## src/wtc_pkg.sv

```systemverilog
package wtc_pkg;
   // -----------------------------------------------------------------
   // widths and counts
   // -----------------------------------------------------------------
   localparam int WTC_W = 16;
   localparam int WTC_NCH = 3;
   localparam logic [15:0] WTC_BOTTOM = 16'h0000;
   localparam logic [15:0] WTC_CNT_RST = 16'h0000;
   localparam logic [15:0] WTC_PER_RST = 16'hffff;
   localparam logic [15:0] WTC_CMP_RST = 16'h0000;
   // -----------------------------------------------------------------
   // tick source select: divide by 2**sel
   // -----------------------------------------------------------------
   localparam int WTC_SEL_W = 3;
   localparam int WTC_PRE_W = 10;
   localparam logic [9:0] WTC_PRE_RST = 10'h000;
   // -----------------------------------------------------------------
   // wave shape select
   // -----------------------------------------------------------------
   typedef enum logic [1:0]
   {
      WTC_NORMAL = 2'h0,
      WTC_TONE = 2'h1
   } wtc_shape_t;
endpackage

```

## src/wtc_timer.sv

```systemverilog
`timescale 1ns/100ps
// Summary of operation
// - counter, cycle length, match values and buffers are 16 bits
// - compare counter with zero and cycle length for bottom and top
// - flags and wave changes from top, bottom, match land on next tick
// - tick comes from prescaled clock or from incoming events
// - with count-on-event enabled, events advance the counter
// - at update, valid buffers load unless freeze reload is set
// - count direction follows heading bit, changeable while running
// - counting up, top wraps to zero on next tick
// - counting down, bottom reloads the cycle length
// - software counter write is immediate and beats count or reload
// - each buffer has a valid flag, set on write, cleared at update
// - match registers and buffers both writable; direct write bypasses
// - unbuffered cycle length write takes effect at once
// - new top below counter while counting up forces wrap first
// - buffered cycle length changes only at update
// - match sets channel flag on next tick
// - buffered match copies at update, used from next count
// - waveform drives pin only with tone shape selected and output enabled
// - tone mode: match 0 sets period, outputs toggle on match
module wtc_timer
   import wtc_pkg::*;
(
   input wire logic ref_clk, // 200 MHz clock
   input wire logic reset_n, // async reset, active low
   input wire logic enable, // counter runs
   input wire logic [2:0] tick_source_select, // prescaler 2**sel
   input wire logic count_on_event_enable, // count events
   input wire logic event_in, // event pulse, same domain
   input wire logic count_down, // count heading bit
   input wire logic freeze_reload, // block updates
   input wire logic [1:0] wave_shape_select, // 0 none, 1 tone
   input wire logic [2:0] channel_output_enable, // per-channel override
   input wire logic [2:0] port_out, // normal pin values
   input wire logic cnt_wr, // write counter_value
   input wire logic per_wr, // write cycle length direct
   input wire logic cycle_length_buffer_wr, // write cycle length buffer
   input wire logic [2:0] cmp_wr, // write match value direct
   input wire logic [2:0] cmpbuf_wr, // write match buffer
   input wire logic [15:0] wr_data, // write data
   input wire logic [2:0] match_flag_clr, // clear match flags
   input wire logic ovf_flag_clr, // clear overflow flag
   output logic [15:0] counter_value, // counter
   output logic [15:0] cycle_length, // cycle length
   output logic [15:0] cycle_length_buffer, // its buffer
   output logic cycle_length_valid, // buffer valid
   output logic [47:0] match_value, // three match values
   output logic [47:0] match_buffer, // three match buffers
   output logic [2:0] match_buffer_valid, // buffer valid flags
   output logic [2:0] match_flag, // sticky match flags
   output logic ovf_flag, // sticky top/bottom flag
   output logic ovf_event, // event pulse on tick after top/bottom
   output logic [2:0] waveform_out, // waveform outputs
   output logic [2:0] pin_out // pin values after override
);
   import wtc_pkg::*;

   logic [9:0] pre_q, pre_d;
   logic [15:0] cnt_q, cnt_d, per_q, per_d, pbuf_q, pbuf_d;
   logic pbv_q, pbv_d, ovf_q, ovf_d, ovfe_q, ovfe_d;
   logic [15:0] cmp_q [3], cmp_d [3], cbuf_q [3], cbuf_d [3];
   logic [2:0] cbv_q, cbv_d, mf_q, mf_d, wo_q, wo_d;
   logic [2:0] hit_q, hit_d;
   logic top_hit_q, top_hit_d;
   logic tick, pre_tick, at_top, at_bot, upd, tone;
   logic [15:0] top_val;

   // -----------------------------------------------------------------
   // tick generation
   // -----------------------------------------------------------------
   always_comb
   begin
      pre_d = enable ? pre_q + 10'h001 : WTC_PRE_RST;
      pre_tick = enable &&
         ((pre_q & ((10'h001 << tick_source_select) - 10'h001)) == 10'h000);
      if (count_on_event_enable)
         tick = enable && event_in;
      else
         tick = pre_tick;
   end

   // -----------------------------------------------------------------
   // compare and counter
   // -----------------------------------------------------------------
   always_comb
   begin
      tone = (wave_shape_select == WTC_TONE);
      top_val = tone ? cmp_q[0] : per_q;
      at_top = (cnt_q == top_val);
      at_bot = (cnt_q == WTC_BOTTOM);
      // update at bottom counting down, at top counting up
      upd = tick && !freeze_reload
         && (count_down ? at_bot : at_top);
      cnt_d = cnt_q;
      if (tick)
      begin
         if (!count_down)
            // exact equality: a top below cnt runs through wrap first
            cnt_d = at_top ? WTC_BOTTOM
               : cnt_q + 16'h0001;
         else
            cnt_d = at_bot ? top_val
               : cnt_q - 16'h0001;
      end
      if (cnt_wr)
         cnt_d = wr_data;
      per_d = per_q;
      pbuf_d = pbuf_q;
      pbv_d = pbv_q;
      if (upd && pbv_q)
      begin
         per_d = pbuf_q;
         pbv_d = 1'b0;
      end
      if (cycle_length_buffer_wr)
      begin
         pbuf_d = wr_data;
         pbv_d = 1'b1;
      end
      if (per_wr)
         per_d = wr_data;
      top_hit_d = tick ? (at_top || at_bot) : top_hit_q;
      ovfe_d = tick && top_hit_q;
      ovf_d = ovfe_d || (ovf_q && !ovf_flag_clr);
   end

   // -----------------------------------------------------------------
   // match channels
   // -----------------------------------------------------------------
   always_comb
   begin
      for (int i = 0; i < WTC_NCH; i++)
      begin
         cmp_d[i] = cmp_q[i];
         cbuf_d[i] = cbuf_q[i];
         cbv_d[i] = cbv_q[i];
         if (upd && cbv_q[i])
         begin
            cmp_d[i] = cbuf_q[i];
            cbv_d[i] = 1'b0;
         end
         if (cmpbuf_wr[i])
         begin
            cbuf_d[i] = wr_data;
            cbv_d[i] = 1'b1;
         end
         if (cmp_wr[i])
            cmp_d[i] = wr_data;
         // match is latched, then acted on the next tick
         hit_d[i] = tick ? (cnt_q == cmp_q[i]) : hit_q[i];
         mf_d[i] = (tick && hit_q[i])
            || (mf_q[i] && !match_flag_clr[i]);
         wo_d[i] = wo_q[i];
         if (!tone)
            wo_d[i] = 1'b0;
         else if (tick && hit_q[i])
            wo_d[i] = !wo_q[i];
      end
   end

   always_ff @(posedge ref_clk or negedge reset_n)
   begin
      if (!reset_n)
      begin
         pre_q <= WTC_PRE_RST;
         cnt_q <= WTC_CNT_RST;
         per_q <= WTC_PER_RST;
         pbuf_q <= WTC_PER_RST;
         pbv_q <= 1'b0;
         ovf_q <= 1'b0;
         ovfe_q <= 1'b0;
         top_hit_q <= 1'b0;
         cbv_q <= 3'h0;
         mf_q <= 3'h0;
         wo_q <= 3'h0;
         hit_q <= 3'h0;
         for (int i = 0; i < WTC_NCH; i++)
         begin
            cmp_q[i] <= WTC_CMP_RST;
            cbuf_q[i] <= WTC_CMP_RST;
         end
      end
      else
      begin
         pre_q <= pre_d;
         cnt_q <= cnt_d;
         per_q <= per_d;
         pbuf_q <= pbuf_d;
         pbv_q <= pbv_d;
         ovf_q <= ovf_d;
         ovfe_q <= ovfe_d;
         top_hit_q <= top_hit_d;
         cbv_q <= cbv_d;
         mf_q <= mf_d;
         wo_q <= wo_d;
         hit_q <= hit_d;
         cmp_q <= cmp_d;
         cbuf_q <= cbuf_d;
      end
   end

   // -----------------------------------------------------------------
   // outputs
   // -----------------------------------------------------------------
   always_comb
   begin
      counter_value = cnt_q;
      cycle_length = per_q;
      cycle_length_buffer = pbuf_q;
      cycle_length_valid = pbv_q;
      match_value = {cmp_q[2], cmp_q[1], cmp_q[0]};
      match_buffer = {cbuf_q[2], cbuf_q[1], cbuf_q[0]};
      match_buffer_valid = cbv_q;
      match_flag = mf_q;
      ovf_flag = ovf_q;
      ovf_event = ovfe_q;
      waveform_out = wo_q;
      for (int i = 0; i < WTC_NCH; i++)
      begin
         if (tone && channel_output_enable[i])
            pin_out[i] = wo_q[i];
         else
            pin_out[i] = port_out[i];
      end
   end
endmodule

```

## config.mk

```make
export PLATFORM = sky130hd
export DESIGN_NAME = wtc_timer
export DESIGN_NICKNAME = d
export VERILOG_FILES = /design/src/wtc_pkg.sv /design/src/wtc_timer.sv
export SDC_FILE = /design/constraint.sdc
export NUM_CORES = 1
export LEC_CHECK = 0
export BUFFER_PORTS_ARGS = -buffer_cell sky130_fd_sc_hd__buf_2
export CORE_MARGIN = 8
export CORE_UTILIZATION = 45
export DETAILED_ROUTE_END_ITERATION = 8
export PLACE_DENSITY = 0.68
export SLEW_MARGIN = 10
export SYNTH_ARGS = -nofsm -noshare
export SYNTH_HDL_FRONTEND = slang
export SYNTH_SLANG_ARGS = --single-unit
```

## constraint.sdc

```tcl
create_clock -name ref_clk -period 3.2 [get_ports ref_clk]
set_input_delay 0.16 -clock ref_clk [delete_from_list [all_inputs] [get_ports ref_clk]]
set_output_delay 0.16 -clock ref_clk [all_outputs]
set_load 0.005 [all_outputs]
```

==> impl_metrics.csv <==
group,metric,value,unit
synth,synthDistinctLibCells,74,
synth,yosysSeqAreaShare,43.15,%
timing,worst_slack,0.2651,ns
outcome,outcome,"finished, final reports clean",
final_layout,drive_gt1_share,34.90,%
floorplan,rows,54,
floorplan,core,21690,um^2
synth,synth_edf_count,0,
floorplan,io_pins,206,
timing,fmax,340.7,MHz
final_layout,layout_commonest_cell,"buf_2",
synth,ys_ff_latch,169,
place,dpl_worst_slack,0.2052,ns
timing,finalCritPeriodShare,91.72,%
final_layout,antennaDiodeCount,0,
clock_tree,cts_inserted_buffers,17,
setup_path,r2r_slack,0.27,ns
timing,relSlewSlack,39.26,%
final_layout,synthToLayoutAreaGrowth,20.12,%
min_path,min_to,"cycle_length[5]$_DFFE_PN1P_",
detailed_routing,drc,0,
timing,setup_tns,0,ns
detailed_routing,firstDrtPassIters,6,
global_route,grt_max_degree,68,
min_path,holdPathStages,2,
synth,async_flop_share,100.0,%
setup_path,critPathLaunchType,"flop",
setup_path,end_kind,"flop",
clock_tree,clk_latency,0.44,ns
power_and_ir_drop,cellLeakagePower,4.981,nW
synth,mappedNetlistNets,1049,
floorplan,fp.dieH,164.3,um
global_route,grt_pass1_vias,9111,
setup_path,path_max_fanout,15,
clock_tree,numClockSinks,169,
power_and_ir_drop,power_density,506.2,nW/um^2
floorplan,start_util,45.62,%
setup_path,ff2ff_path_depth,7,
detailed_routing,dr.first_iter.drc_count,899,
setup_path,worstReg2RegEnd,"match_value[33]$_DFFE_PN0P_",
timing,period_needed,2.935,ns
final_layout,nets,1228,
detailed_routing,wirelength,36370,um
detailed_routing,vias,9125,
timing,finalSetupViolations,0,
setup_path,crit_type,"flop to flop",
place,gp_congestion,1.018,
power_and_ir_drop,ir_worst_vdd,400.1,uV
flow_run,max-cap-violations,0,
final_layout,final_cell_mix,"buf_2 (204), dfrtp_1 (137), nand2_1 (71)",
synth,yosys_warnings,0,
min_path,hold_start,"per_wr",
floorplan,die_x,164.3,um
global_route,antenna_found_initial,0,
timing,finalMaxSlewViolations,0,
detailed_routing,viasPerCell,6.212,
clock_tree,clock_path_buffers,2,
timing,rsz0062_at_grt,"false",
timing,hold_violations,0,
place,io_buffers,205,
clock_tree,cts_tree,"done",
detailed_routing,wire_per_inst,24.76,um
final_layout,nFillCells,1966,
clock_tree,ctsRootBufferMaster,"clkbuf_16",
place,place_hpwl,25930,um
clock_tree,path_clk_slew,0.07,ns
floorplan,die_area,26990,um^2
global_route,grt.total_usage,26.74,%
setup_path,crit-reg2reg-launch,"cycle_length[1]$_DFFE_PN1P_",
detailed_routing,drtAntennaViolNets,0,
synth,syn_avg_cell_area,9.923,um^2
min_path,min_path_type,"input port to flop",
synth,synth_cells,997,
synth,netlist_area,9893,um^2
global_route,grt-ovfl-total,0,
setup_path,crit_required,3.50,ns
timing,fin_skew,0.01969,ns
clock_tree,htree_levels,4,
synth,synth_flop_cell,"dfrtp_1",
setup_path,critPathArrivalTime,3.24,ns
global_route,grt_pass1_wl,55100,um
timing,tightest_slew,0.9112,ns
## sequential cells by signal, indices dropped and copies added, names as in the netlist
register             cells
counter_value           16
cycle_length            16
cycle_length_buffer     16
cycle_length_valid       1
hit_q                    3
match_buffer            48
match_buffer_valid       3
match_flag               3
match_value             48
ovf_event                1
ovf_flag                 1
pre_q                    9
top_hit_q                1
waveform_out             3
## layer usage
layer  global-route usage (%)  share of wire [%]  vias to the layer above
met5                        0                  0                        -
met1                    35.06                 41                     4512
met4                    10.04                2.8                        0
met3                    6.065                9.2                       72
li1                         -                  -                     4029
met2                    42.41                 47                      512
## kinds of logic (layout without fill, tap and decap cells)
group / count (synthesis) / after routing / synth area share (%)
simple gates: 324 / 324 / 18.97
compound gates: 231 / 231 / 17.26
flops: 169 / 169 / 43.15
buf+inv: 124 / 316 / 5.476
xor+xnor: 72 / 72 / 6.374
mux: 72 / 72 / 8.132
fa+ha+maj: 5 / 5 / 0.6324
## Yosys cell counts (6+ instances only)
master	number	area, um^2
dfrtp_1	137	3428
nand2_1	71	266.5
mux2_2	67	754.5
nor2_1	60	225.2
o21ai_0	51	255.2
xor2_1	51	446.7
clkbuf_1	47	176.4
nor2b_1	40	250.2
a31oi_1	34	212.7
dfstp_2	32	840.8
nand4_1	32	200.2
a221o_1	27	270.3
inv_1	26	97.59
nand3_1	23	115.1
nor4b_2	21	315.3
xnor2_1	21	183.9
buf_2	20	100.1
nor3_1	18	90.09
buf_1	16	60.06
a41oi_1	15	131.4
nor4_1	14	87.58
a2bb2oi_1	11	96.34
a21oi_1	10	50.05
nand2b_1	10	62.56
o211ai_1	10	75.07
and2_1	8	50.05
a21o_1	7	52.55
a221oi_1	7	61.31
o21ai_1	6	30.03
## layout make-up
cell class / count / area, um^2 / area share [%]
multi-input cells: 704 / 5087 / 42.81
repair buffers: 254 / 1475 / 12.41
clock buffers: 22 / 484.2 / 4.075
clock inverters: 10 / 105.1 / 0.8844
well taps: 280 / 350.3 / 2.948
flip-flops and latches: 169 / 4269 / 35.92
inverters: 30 / 112.6 / 0.9476
## worst max-delay path, stage by stage (launching register included)
cell and delay [ns]:
dfstp_2 0.55, inv_1 0.11, a222oi_1 0.35, nand4_1 0.16, a2111o_1 0.49, o21ai_2 0.29
nand3_2 0.42, a221o_1 0.43
## report_power, final
group,total [W],switching [W],leakage (nW),internal (W)
logic,0.00130,0.000739,2.73,0.000562
clock network,0.00211,0.000940,0.286,0.00117
registers,0.00260,0.000251,1.97,0.00235
## worst max-delay path by stage
| stage | end | slack, ns | cells past startpoint | from |
|---|---|---|---|---|
| after detailed placement | counter_value[14]$_DFFE_PN0P_ | 0.21 | 10 | tick_source_select[2] |
| after global routing | match_value[40]$_DFFE_PN0P_ | 0.15 | 8 | counter_value[9]$_DFFE_PN0P_ |
| after global placement | counter_value[14]$_DFFE_PN0P_ | 0.24 | 10 | tick_source_select[2] |
| final | match_value[33]$_DFFE_PN0P_ | 0.27 | 7 | cycle_length[1]$_DFFE_PN1P_ |
| after floorplan | counter_value[10]$_DFFE_PN0P_ | 0.66 | 10 | counter_value[0]$_DFFE_PN0P_ |
| after CTS | match_value[40]$_DFFE_PN0P_ | 0.32 | 8 | counter_value[9]$_DFFE_PN0P_ |
## what timing repair did
| item | CTS | global route |
|---|---|---|
| hold buffers | 5 | 0 |
| resized for setup | 0 | 0 |
| setup buffers | 0 | 0 |
| endpoints found under the hold margin | 59 | 0 |
| setup endpoints to repair | 0 | 0 |
## stage by stage
step                      cell area [um^2]  total power (W)  hold WS (ns)  cells  utilization (%)
after CTS                            11880         0.006015      0.005433   1469            54.79
after floorplan                       9893         0.003283       -0.1356    997                -
after global placement               11240         0.003895        0.2134   1432            51.85
after global routing                 11880         0.006232       0.03704   1469            54.79
final                                11880         0.006015       0.01558   1469            54.79
after detailed placement             11240         0.003916        0.2202   1432            51.85
Power figures use the tool's default switching activity.
